[src/verilog/pin_select_map.vh]
/*
 * Register map and constants of the port H / port J pin function select.
 * Assumes inclusion by bare name from the design file in this folder.
 */
`ifndef PIN_SELECT_MAP_VH
`define PIN_SELECT_MAP_VH

// Byte offsets of the two select registers on APB
`define PORT_H_FUNCTION_SELECT_OFS 12'h000
`define PORT_J_FUNCTION_SELECT_OFS 12'h004

// Power-on values
`define PORT_H_FUNCTION_SELECT_RST 32'h00000000
`define PORT_J_FUNCTION_SELECT_RST 32'h00000000

// Writable bits; bits above the last pin field read as zero
`define PORT_H_FUNCTION_SELECT_MASK 32'h3FFFFFFF
`define PORT_J_FUNCTION_SELECT_MASK 32'h03FFFFFF

// Pin counts and field layout
`define PORT_H_PINS 15
`define PORT_J_PINS 13
`define ALL_PINS 28
`define PORT_H_FIELD_BITS 30
`define PORT_J_FIELD_BITS 26

// Cycles the keeper ignores the synchroniser after the pad is let go
`define KEEPER_SETTLE 2'h3

// Mode field codes
`define MODE_GP_INPUT 2'h0
`define MODE_GP_OUTPUT 2'h1
`define MODE_RESERVED 2'h2
`define MODE_PERIPHERAL 2'h3

`endif

[src/verilog/pin_function_select.v]
/*
 * Pin function select for port H (15 pins) and port J (13 pins): two APB
 * registers, per-pin mode decode, input synchronisers and pin keepers.
 * Assumes presetn is the power-on reset only; manual reset, standby and
 * sleep never reach this block, so the select registers survive them.
 * Port data bits come from the port data registers on the same clock.
 */
// Our own choices: register access over APB and the register offsets.
// Operation
// (RL1) The port H select register is 32 bits, read/write, zero at power-on.
// (RL2) The port J select register is 32 bits, read/write, zero at power-on.
// (RL3) Only power-on reset clears the select registers, nothing else does.
// (RL4) Bits 31 and 30 of port H and bits above the pin 12 field of J read 0.
// (RL5) Software writes zero into the reserved upper bits.
// (RL6) Port H holds a two-bit mode field for each of pins 0 to 14.
// (RL7) Port J holds a two-bit mode field for each of pins 0 to 12.
// (RL8) Mode 00 is general input, 01 general output, 11 peripheral function.
// (RL9) Software never programs mode 10 into any field.
// (RL10) Every pin of these ports has a keeper holding its last logic state.
// (RL11) On peripheral to input change the keeper holds the port data bit.
// (RL12) Pin n uses bit 2n+1 as high select and bit 2n as low select.
// (RL13) Output mode drives from port data; peripheral mode from peripheral.
`timescale 1ns/100ps
`default_nettype none
`include "pin_select_map.vh"

module pin_function_select (
	// Clock and power-on reset
	input wire pclk,
	input wire presetn,
	// APB slave
	input wire psel,
	input wire penable,
	input wire pwrite,
	input wire [11:0] paddr,
	input wire [31:0] pwdata,
	output wire [31:0] prdata,
	output wire pready,
	output wire pslverr,
	// Port data register bits
	input wire [14:0] port_h_data,
	input wire [12:0] port_j_data,
	// Peripheral drive and enable per pin
	input wire [14:0] periph_h_out,
	input wire [14:0] periph_h_oe,
	input wire [12:0] periph_j_out,
	input wire [12:0] periph_j_oe,
	// Pads of port H
	input wire [14:0] pad_h_in,
	output wire [14:0] pad_h_out,
	output wire [14:0] pad_h_oe,
	output wire [14:0] pad_h_keep,
	// Pads of port J
	input wire [12:0] pad_j_in,
	output wire [12:0] pad_j_out,
	output wire [12:0] pad_j_oe,
	output wire [12:0] pad_j_keep,
	// Synchronised pin levels and peripheral inputs
	output wire [14:0] pin_h_level,
	output wire [12:0] pin_j_level,
	output wire [14:0] periph_h_in,
	output wire [12:0] periph_j_in
);

	reg [31:0] port_h_function_select_r;
	reg [31:0] port_j_function_select_r;
	reg [31:0] prdata_r;
	reg pready_r;
	reg pslverr_r;
	wire setup_phase;
	wire access_wr;
	wire hit_h;
	wire hit_j;

	// Flattened per-pin views: port H pins first, then port J
	wire [55:0] mode_all;
	wire [27:0] data_all;
	wire [27:0] pout_all;
	wire [27:0] poe_all;
	wire [27:0] pad_in_all;
	wire [27:0] level_all;
	wire [27:0] out_all;
	wire [27:0] oe_all;
	wire [27:0] keep_all;
	wire [27:0] periph_in_all;

	// APB decode
	assign setup_phase = psel & ~penable;
	assign access_wr = psel & penable & pwrite;
	assign hit_h = (paddr == `PORT_H_FUNCTION_SELECT_OFS);
	assign hit_j = (paddr == `PORT_J_FUNCTION_SELECT_OFS);

	// Select registers; cleared by power-on reset only
	always @(posedge pclk or negedge presetn)
	begin
		if (!presetn)
		begin
			port_h_function_select_r <= `PORT_H_FUNCTION_SELECT_RST; // RL1 RL3
			port_j_function_select_r <= `PORT_J_FUNCTION_SELECT_RST; // RL2 RL3
		end
		else if (access_wr)
		begin
			// Reserved bits are forced low whatever is written
			if (hit_h)
				port_h_function_select_r <=
					pwdata & `PORT_H_FUNCTION_SELECT_MASK; // RL1 RL4
			if (hit_j)
				port_j_function_select_r <=
					pwdata & `PORT_J_FUNCTION_SELECT_MASK; // RL2 RL4
		end
	end

	// Read data and error captured in the setup phase, zero wait states
	always @(posedge pclk or negedge presetn)
	begin
		if (!presetn)
		begin
			prdata_r <= 32'h00000000;
			pready_r <= 1'b0;
			pslverr_r <= 1'b0;
		end
		else
		begin
			pready_r <= 1'b1;
			if (setup_phase)
			begin
				pslverr_r <= ~(hit_h | hit_j);
				if (pwrite)
					prdata_r <= 32'h00000000;
				else if (hit_h)
					prdata_r <= port_h_function_select_r; // RL1
				else if (hit_j)
					prdata_r <= port_j_function_select_r; // RL2
				else
					prdata_r <= 32'h00000000;
			end
		end
	end

	assign prdata = prdata_r;
	assign pready = pready_r;
	assign pslverr = pslverr_r;

	// Mode fields in pin order, two bits per pin
	assign mode_all = {
		port_j_function_select_r[`PORT_J_FIELD_BITS-1:0], // RL7
		port_h_function_select_r[`PORT_H_FIELD_BITS-1:0] // RL6
	};
	assign data_all = {port_j_data, port_h_data};
	assign pout_all = {periph_j_out, periph_h_out};
	assign poe_all = {periph_j_oe, periph_h_oe};
	assign pad_in_all = {pad_j_in, pad_h_in};

	// Per-pin decode, synchroniser and keeper
	genvar n;
	generate
		for (n = 0; n < `ALL_PINS; n = n + 1)
		begin : g_pin
			wire [1:0] mode;
			wire agree;
			reg [1:0] mode_prev_r;
			reg [1:0] quiet_r;
			reg sync1_r;
			reg sync2_r;
			reg sync3_r;
			reg level_r;
			reg out_r;
			reg oe_r;
			reg keep_r;
			reg periph_in_r;
			assign mode = mode_all[2*n+1:2*n]; // RL12
			assign agree = (sync2_r == sync3_r);

			always @(posedge pclk or negedge presetn)
			begin
				if (!presetn)
				begin
					sync1_r <= 1'b0;
					sync2_r <= 1'b0;
					sync3_r <= 1'b0;
					level_r <= 1'b0;
					out_r <= 1'b0;
					oe_r <= 1'b0;
					keep_r <= 1'b0;
					quiet_r <= 2'h0;
					periph_in_r <= 1'b0;
					mode_prev_r <= `MODE_GP_INPUT;
				end
				else
				begin
					// Three-stage pad synchroniser, level taken on agreement
					sync1_r <= pad_in_all[n];
					sync2_r <= sync1_r;
					sync3_r <= sync2_r;
					if (agree)
						level_r <= sync2_r;
					mode_prev_r <= mode;

					// Drive and enable from the selected source
					case (mode)
						`MODE_GP_OUTPUT:
						begin
							out_r <= data_all[n]; // RL8 RL13
							oe_r <= 1'b1; // RL13
						end
						`MODE_PERIPHERAL:
						begin
							out_r <= pout_all[n]; // RL8 RL13
							oe_r <= poe_all[n]; // RL13
						end
						default:
						begin
							// Input, and the unsupported code, drive nothing
							out_r <= 1'b0; // RL8
							oe_r <= 1'b0;
						end
					endcase

					// Peripheral sees the pin only in peripheral mode
					if (mode == `MODE_PERIPHERAL)
						periph_in_r <= level_r;
					else
						periph_in_r <= 1'b0;

					// Keeper: track driven value, else the settled level;
					// the synchroniser still holds the old drive for a few
					// cycles after release, so it is ignored until flushed
					if (mode_prev_r == `MODE_PERIPHERAL &&
						mode == `MODE_GP_INPUT)
					begin
						keep_r <= data_all[n]; // RL11
						quiet_r <= `KEEPER_SETTLE;
					end
					else if (oe_r)
					begin
						keep_r <= out_r; // RL10
						quiet_r <= `KEEPER_SETTLE;
					end
					else if (quiet_r != 2'h0)
						quiet_r <= quiet_r - 2'h1;
					else if (agree)
						keep_r <= sync2_r; // RL10
				end
			end

			// Flattened per-pin results for the port outputs
			assign level_all[n] = level_r;
			assign out_all[n] = out_r;
			assign oe_all[n] = oe_r;
			assign keep_all[n] = keep_r;
			assign periph_in_all[n] = periph_in_r;
		end
	endgenerate

	// Pad and level outputs, all from flops
	assign pad_h_out = out_all[14:0];
	assign pad_h_oe = oe_all[14:0];
	assign pad_h_keep = keep_all[14:0];
	assign pad_j_out = out_all[27:15];
	assign pad_j_oe = oe_all[27:15];
	assign pad_j_keep = keep_all[27:15];
	assign pin_h_level = level_all[14:0];
	assign pin_j_level = level_all[27:15];
	assign periph_h_in = periph_in_all[14:0];
	assign periph_j_in = periph_in_all[27:15];

endmodule

`default_nettype wire

[config.mk]
export PLATFORM = sky130hd
export DESIGN_NAME = pin_function_select
export DESIGN_NICKNAME = d
export VERILOG_FILES = /design/src/verilog/pin_function_select.v
export VERILOG_INCLUDE_DIRS = /design/src /design/src/verilog
export SDC_FILE = /design/constraint.sdc
export NUM_CORES = 1
export LEC_CHECK = 0
export BUFFER_PORTS_ARGS = -buffer_cell sky130_fd_sc_hd__clkbuf_2
export CAP_MARGIN = 10
export CORE_MARGIN = 2
export CORE_UTILIZATION = 59
export DETAILED_ROUTE_END_ITERATION = 10
export GPL_ROUTABILITY_DRIVEN = 0
export PLACE_DENSITY = 0.87
export SLEW_MARGIN = 0
export SYNTH_ARGS = -nofsm -noshare
export SYNTH_HDL_FRONTEND = slang
export SYNTH_SLANG_ARGS = --single-unit
export TNS_END_PERCENT = 1
[constraint.sdc]
create_clock -name pclk -period 3.5 [get_ports pclk]
set_clock_uncertainty 0.2 [all_clocks]
set_input_delay 0.525 -clock pclk [delete_from_list [all_inputs] [get_ports pclk]]
set_output_delay 0.525 -clock pclk [all_outputs]
set_load 0.02 [all_outputs]
==> results of run 1 <==
critical path: stages:
cell	delay [ns]
clkbuf_2	0.09
or4_4	0.57
nor4_2	0.28
buf_4	0.51
mux2_2	0.40
per-layer routing:
layer,wire [um],part of all wire
met5,0,0
met4,1540,0.041
met3,1890,0.051
met2,18600,0.50
met1,15100,0.41
worst max-delay path by stage:
stage | slack (ns) | from | depth (start not counted) | end
finish | 1.32 | paddr[5] | 5 | port_h_function_select_r[17]
global route | 1.26 | paddr[9] | 5 | port_h_function_select_r[20]
CTS | 1.34 | paddr[5] | 5 | port_h_function_select_r[6]
detailed placement | 0.76 | paddr[5] | 5 | port_h_function_select_r[23]
global placement | 0.80 | paddr[5] | 5 | port_h_function_select_r[19]
floorplan | 1.07 | paddr[5] | 4 | port_j_function_select_r[10]
sequential cells by signal, indices dropped and copies added (netlist names), 26 cells and up:
| signal | count |
|---|---|
| g_pin.sync1_r | 28 |
| g_pin.periph_in_r | 28 |
| g_pin.keep_r | 28 |
| g_pin.quiet_r | 56 |
| prdata | 30 |
| g_pin.level_r | 28 |
| g_pin.sync2_r | 28 |
| port_j_function_select_r | 26 |
| port_h_function_select_r | 30 |
| g_pin.mode_prev_r | 56 |
| g_pin.sync3_r | 28 |
| g_pin.oe_r | 28 |
| g_pin.out_r | 28 |
synth_stat cells, drive strengths merged:
cell,count,area (um2)
ha,28,350
clkbuf,6,22.5
nand4,3,18.8
inv,114,428
a211o,28,245
nor2b,26,163
or4,2,18.8
nor4b,29,254
nor3b,1,7.51
and3,28,175
mux2i,54,541
a211oi,28,210
xor2,28,245
o211ai,27,203
xnor2,28,245
maj3,28,280
a21boi,26,195
nand4b,1,8.76
conb,2,7.51
o21ai,59,295
o21a,2,15.0
nor4,4,40.0
nor2,30,113
mux2,57,642
dfrtp,424,10600
or3,1,6.26
nand2b,1,6.26
buf,149,1110
nor3,2,10.0
nand2,115,432
nor4bb,28,280
final cells by class:
cell class              instances  area [um2]  area share
flip-flops and latches        424       10600       0.529
multi-input cells             667        5020       0.250
repair buffers                376        2130       0.106
clock buffers                  60        1230      0.0613
well taps                     384         480      0.0239
inverters                     114         428      0.0213
clock inverters                19         174     0.00867
repair_timing:
action | 4_1_cts | 5_1_grt
hold buffers | 33 | 0
endpoints found under the hold margin | 102 | 0
setup endpoints to repair | 0 | 0
through the flow:
stage          hold slack [ns]  setup slack [ns]  cell area, um2  total power (uW)   util
6_report               0.00985              1.32           20100             13000  0.699
5_1_grt               0.000505              1.26           20100             13600  0.699
4_1_cts                0.00119              1.34           20100             13100  0.699
3_5_place_dp             0.135             0.765           18300              8500  0.639
3_3_place_gp             0.132             0.804           18300              8260  0.639
2_1_floorplan           0.0294              1.07           17200              7900      -
logic make-up after synthesis:
family                   Yosys count  synth area share
XOR/XNOR                          56            0.0285
AND/OR/NAND/NOR                  271            0.0892
AO/OA/AOI/OAI                    170            0.0677
other                              2          0.000437
multiplexers                     111            0.0688
adder cells (fa/ha/maj)           56            0.0367
flip-flops                       424             0.618
buffers and inverters            269            0.0910
power by group:
part	internal, uW	total (uW)	leakage [uW]	switching, uW
registers	5520	5900	0.00546	378
clock network	2620	4510	0.000687	1890
logic	1130	2550	0.00402	1420
total	9270	13000	0.0102	3690
==> metrics, run 1 <==
Post-Layout Cell Count=between 2000 and 2500; Die H=around 170 um; status=finished, final reports clean; GR Util met2=0.422; global-route wire length before repair=between 60 and 70 mm; Synth cell types=37; post-synth design cell area=17200 um2; final worst path period need=2.18 ns; wire length per cell=between 15 and 20 um; Buffers on Ports=330; Max Fclk=459 MHz; CTS Buf Count=43; required time of the critical path=3.72 ns; cell count after placement=around 1900; Synth Area per Inst=12.6 um2; # nets final=~1800; CTS tree=built; Yosys reg bits=around 420; CP Data Arrival Time=~2.4 ns; post-DP HPWL=around 25 mm; most frequent cells in the layout=424 x dfrtp_1, 329 x clkbuf_2, 115 x nand2_1, 114 x inv_1, 59 x o21ai_0; power density cells=646 nW/um2; vias in the first global route=approximately 12000; Final ANT Viol Nets=0; crit path kind=input port to flop; initial drt markers=582; Clk pin slew, worst setup/hold paths=0.06 ns; Hold Path Sink=g_pin[15].oe_r; share of cells above drive strength 1=0.284; vias per cell=between 5 and 6; Resized Gates After CTS=0; pin slew with the least headroom to its limit=~0.96 ns; CTS H-tree lvls=2; reg2reg end=g_pin[3].keep_r; antenna violations before repair=0; max cap viols=0; clk_lat worst skew=around 0.54 ns; endpoint class of the critical path=flop; Syn-to-layout area delta=16.8%; period utilization=0.623; largest net degree at the start of global routing=90; final hold vios=0; GR Overflow Total=0; cell count after synthesis=roughly 1400; CTS root buf=clkbuf_16; yosys warns=0; leak pwr=between 0.01 and 0.015 uW; DRT Pass-1 Iters=5; core area=between 20000 and 30000 um2; die footprint=approximately 30000 um2; Bufs on Longest Clock Path=3; reg2reg start=port_h_function_select_r[7]; setup tns final=0 ns; Tot GR Track Use=0.250; Setup Viol. Count Final=0; fill cell count=about 1900; post-CTS setup repair buffer count=0; # clock sinks=between 400 and 500; met3 GRT Util=0.0468; die outline width=around 170 um; slew margin rel.=0.359; sequential share of the synthesized area=0.618; min-delay src=periph_j_oe[0]; RSZ-0062 raised after global routing=false; Hold Path Class=input port to flop; hold path cells=3; met1 usage=0.321; Starting Density=0.599; Slew Viols, Final=0; Max IR drop VDD=about 0.40 mV; R2R cell count=3; startpoint types=input port; crit-path max FO=30; # rows=62; routed wire length=~37 mm; busiest grt layer=met2; flop2flop setup slack=roughly 1.7 ns; Remaining DRCs=0; most common cell after layout, fill and taps aside=dfrtp_1; via count=11100; I/O pins=335; ANT cells=0
Power figures use the tool's default switching activity.
==> run 2: changes to the inputs <==
--- a/config.mk
+++ b/config.mk
@@ -9,10 +9,10 @@
 export BUFFER_PORTS_ARGS = -buffer_cell sky130_fd_sc_hd__clkbuf_2
 export CAP_MARGIN = 10
 export CORE_MARGIN = 2
-export CORE_UTILIZATION = 59
+export CORE_UTILIZATION = 55
 export DETAILED_ROUTE_END_ITERATION = 10
 export GPL_ROUTABILITY_DRIVEN = 0
-export PLACE_DENSITY = 0.87
+export PLACE_DENSITY = 0.83
 export SLEW_MARGIN = 0
 export SYNTH_ARGS = -nofsm -noshare
 export SYNTH_HDL_FRONTEND = slang
==> constraint.sdc (replaced) <==
create_clock -name pclk -period 2.28 [get_ports pclk]
set_clock_uncertainty 0.2 [all_clocks]
set_input_delay 0.342 -clock pclk [delete_from_list [all_inputs] [get_ports pclk]]
set_output_delay 0.342 -clock pclk [all_outputs]
set_load 0.02 [all_outputs]
==> metrics, run 2 (same netlist as run 1, synthesis figures left out) <==
I/O pins=about 340; die footprint=between 30000 and 40000 um2; wire length per cell=18.9 um; required time of the critical path=2.48 ns; clk_lat worst skew=around 0.53 ns; Max IR drop VDD=around 0.62 mV; crit-path max FO=30; final hold vios=0; top flop regs=g_pin.mode_prev_r (56), g_pin.quiet_r (56); period utilization=0.852; status=finished, final reports clean; antenna violations before repair=1; pin slew with the least headroom to its limit=roughly 0.9 ns; crit path kind=input port to flop; slew margin rel.=0.401; RSZ-0062 raised after global routing=false; Comb pwr share=0.206; startpoint types=input port; post-DP HPWL=25.7 mm; most frequent cells in the layout=424 x dfrtp_1, 329 x clkbuf_2, 146 x dlygate4sd3_1, 115 x nand2_1, 114 x inv_1; GR Overflow Total=0; CTS H-tree lvls=2; final worst path period need=between 1.5 and 2 ns; Max Fclk=between 500 and 600 MHz; max cap viols=0; power density cells=about 940 nW/um2; Hold Path Class=input port to flop; # rows=64; most common cell after layout, fill and taps aside=dfrtp_1; vias per cell=~5.4; initial drt markers=between 500 and 600; Tot GR Track Use=0.252; core area=30700 um2; global-route wire length before repair=between 60 and 70 mm; Slew Viols, Final=0; CTS tree=built; Setup Viol. Count Final=0; CTS Buf Count=between 40 and 50; Die H=roughly 180 um; Clk pin slew, worst setup/hold paths=around 0.060 ns; largest net degree at the start of global routing=57; CP Data Arrival Time=2.14 ns; Syn-to-layout area delta=24.5%; CTS root buf=clkbuf_16; # nets final=1941; endpoint class of the critical path=flop; Seq pwr share=0.451; DRT Pass-1 Iters=5; cell-internal power=14400 uW; Remaining DRCs=0; # clock sinks=about 420; Switch Pwr=approximately 5700 uW; vias in the first global route=12600; leak pwr=around 0.011 uW; routed wire length=~40 mm; clock share of power=0.344; die outline width=about 180 um; Bufs on Longest Clock Path=3; setup tns final=0 ns; tightest hold margin=between 0.1 and 0.15 ns; Buffers on Ports=330; Switching Share=0.284; via count=~12000; Starting Density=0.560; share of cells above drive strength 1=0.271; Final ANT Viol Nets=0
-- run 2: area by class of cell --
cell class / instances / area (um2)
Inverter: 114 / 428
Antenna cell: 1 / 2.50
Multi-Input combinational cell: 667 / 5020
Sequential cell: 424 / 10600
Clock inverter: 12 / 103
Timing Repair Buffer: 502 / 3420
Clock buffer: 64 / 1310
Fill cell: 1937 / 9290
Tap cell: 396 / 495
-- run 2: final timing paths --
kind,start,end,slack [ns],cells past startpoint
max in group asynchronous,presetn,g_pin[15].sync1_r,0.95,4
hold reg to reg,g_pin[23].sync1_r,g_pin[23].sync2_r,0.15,0
setup / recovery,paddr[9],port_h_function_select_r[11],0.34,5
min in group asynchronous,presetn,g_pin[17].quiet_r[0],0.18,2
hold / removal,paddr[3],prdata[28],0.11,4
setup reg to reg,g_pin[17].quiet_r[1],g_pin[17].keep_r,0.50,5
-- run 2: metrics by stage --
step	cell area, um2	util	total power (uW)	std cells	worst slack [ns]
after floorplan	17200	-	12100	1360	0.0291
after global placement	18500	0.604	12700	1957	-0.107
after detailed placement	18500	0.604	13000	1957	-0.136
after CTS	21400	0.697	20200	2179	0.413
after global routing	21400	0.697	21200	2179	0.297
final	21400	0.697	20200	2180	0.337
-- run 2: worst max-delay path: stages --
cell and delay (ns):
clkbuf_2 0.12, or4_1 0.65, nor4_2 0.37, buf_12 0.27, mux2_2 0.37
-- run 2: timing repair --
item                                   4_1_cts  5_1_grt
resized for setup                            0        0
buffers inserted                             0        0
endpoints found under the hold margin      336        0
hold buffers                               146        0
-- run 2: routing by layer --
layer / part of all wire / global-route usage / up-vias
met5: 0.00019 / 0 / -
met4: 0.040 / 0.102 / 2
met3: 0.055 / 0.0439 / 123
met2: 0.51 / 0.442 / 465
met1: 0.39 / 0.311 / 5842
li1: - / - / 5269
-- run 2: power by group through the flow --
stage,sequential (uW),combinational [uW],clock [uW]
2_1_floorplan,9020,3110,0
3_3_place_gp,9120,3580,0
3_5_place_dp,9190,3860,0
4_1_cts,9070,4120,7030
5_1_grt,9170,4620,7400
6_report,9090,4150,6930
==> run 3: changes to the inputs <==
--- a/config.mk
+++ b/config.mk
@@ -9,10 +9,10 @@
 export BUFFER_PORTS_ARGS = -buffer_cell sky130_fd_sc_hd__clkbuf_2
 export CAP_MARGIN = 10
 export CORE_MARGIN = 2
-export CORE_UTILIZATION = 55
+export CORE_UTILIZATION = 41
 export DETAILED_ROUTE_END_ITERATION = 10
 export GPL_ROUTABILITY_DRIVEN = 0
-export PLACE_DENSITY = 0.83
+export PLACE_DENSITY = 0.65
 export SLEW_MARGIN = 0
 export SYNTH_ARGS = -nofsm -noshare
 export SYNTH_HDL_FRONTEND = slang
==> metrics, run 3 (same netlist as run 1, synthesis figures left out) <==
RSZ-0062 raised after global routing=true; Clk pin slew, worst setup/hold paths=about 0.06 ns; global-route wire length before repair=roughly 63 mm; post-DP HPWL=between 20 and 30 mm; hold path cells=4; post-CTS setup repair buffer count=0; final hold vios=0; leak pwr=around 0.011 uW; # nets final=between 1500 and 2000; clock share of power=0.359; slew margin rel.=0.594; # rows=between 70 and 80; setup tns final=-0.201 ns; DRT Pass-1 Iters=4; most frequent cells in the layout=424 x dfrtp_1, 329 x clkbuf_2, 151 x dlygate4sd3_1, 115 x nand2_1, 114 x inv_1; crit-path max FO=26; CTS H-tree lvls=2; required time of the critical path=around 2.5 ns; final worst path period need=around 2.3 ns; max cap viols=0; CTS Buf Count=46; largest net degree at the start of global routing=56; Metal-1 WL=about 17 mm; CP Data Arrival Time=around 2.6 ns; power density cells=approximately 940 nW/um2; Comb pwr share=0.197; Switching Share=0.276; Switch Pwr=around 5600 uW; worst-path cell chain=dlygate4sd3_1 -> clkbuf_2 -> or4_4 -> nor4_4 -> buf_12 -> mux2_2; status=finished, violations left; startpoint types=input port; die outline width=around 210 um; Max Fclk=~430 MHz; Syn-to-layout area delta=26.6%; CTS root buf=clkbuf_16; Max IR drop VDD=approximately 0.55 mV; Starting Density=0.418; routed wire length=38.6 mm; vias in the first global route=between 10000 and 15000; Final ANT Viol Nets=0; Routed met3 length=roughly 2.4 mm; endpoint class of the critical path=flop; initial drt markers=a little over 600; I/O pins=335; Seq pwr share=0.443; # clock sinks=between 400 and 500; GR Overflow Total=0; Critical-path top delay cell=or4_4; Slew Viols, Final=0; wire length per cell=between 15 and 20 um; Remaining DRCs=0; pin slew with the least headroom to its limit=0.601 ns; cell-internal power=14800 uW; crit path kind=input port to flop; CTS tree=built; via count=between 10000 and 15000; slowest stage delay, CP=0.55 ns; clk_lat worst skew=~0.56 ns; Tot GR Track Use=0.180; vias per cell=4.82; Hold Path Class=input port to flop; antenna violations before repair=2; share of cells above drive strength 1=0.269; Setup Viol. Count Final=16; most common cell after layout, fill and taps aside=dfrtp_1; R2R cell count=3; tightest hold margin=around 0.046 ns; Buffers on Ports=330; top flop regs=g_pin.mode_prev_r (56), g_pin.quiet_r (56); period utilization=1.01; WL met2=roughly 19 mm; Die H=~210 um; top sig layer=met4; die footprint=between 40000 and 50000 um2; core area=41100 um2; Bufs on Longest Clock Path=3; failing checks=negative setup slack; Worst Setup Slack, final=-0.0242 ns
run 3: worst max-delay path: cells and delay by family:
kind,cells,cell delay (ns)
buf+inv,3,0.90
mux,1,0.37
simple gates,2,0.90
run 3: repair_timing:
action,in CTS,in global routing
endpoints found under the setup margin,0,51
endpoints found under the hold margin,547,0
hold buffers,151,0
gates resized for setup,0,2
run 3: through the flow:
step           setup WS [ns]  power, uW  cells  cell area [um2]  utilization
4_1_cts               0.0117      20700   2325            21700        0.528
6_report             -0.0242      20400   2328            21700        0.529
3_5_place_dp         -0.0641      13000   2092            18700        0.455
3_3_place_gp         -0.0527      12800   2092            18700        0.455
2_1_floorplan         0.0291      12100   1360            17200            -
5_1_grt              -0.0428      21600   2328            21700        0.529
run 3: path summary, 6_finish.rpt:
path	startpoint	to	slack [ns]
max	paddr[4]	port_j_function_select_r[2]	-0.02
min	pwrite	prdata[27]	0.05
max reg2reg	port_h_function_select_r[1]	g_pin[0].keep_r	0.68
min reg2reg	g_pin[15].sync1_r	g_pin[15].sync2_r	0.14
max in group asynchronous	presetn	g_pin[2].mode_prev_r[0]	1.05
min in group asynchronous	presetn	g_pin[3].oe_r	0.09
run 3: layer usage:
layer,vias up,track usage
met5,-,0
met4,0,0.0626
met3,68,0.0488
met2,289,0.298
met1,5571,0.227
li1,5304,-
run 3: layout make-up:
type / instances / area [um2]
fillers: 3467 / 19400
flip-flops and latches: 424 / 10600
multi-input cells: 667 / 5030
repair buffers: 507 / 3500
clock buffers: 73 / 1400
well taps: 532 / 666
inverters: 114 / 428
clock inverters: 9 / 103
diodes: 2 / 5.00
run 3: power groups by stage:
stage	logic (uW)	clock network (uW)	registers, uW
2_1_floorplan	3110	0	9020
3_3_place_gp	3620	0	9130
3_5_place_dp	3860	0	9180
4_1_cts	4100	7560	9050
5_1_grt	4590	7880	9160
6_report	4020	7340	9050
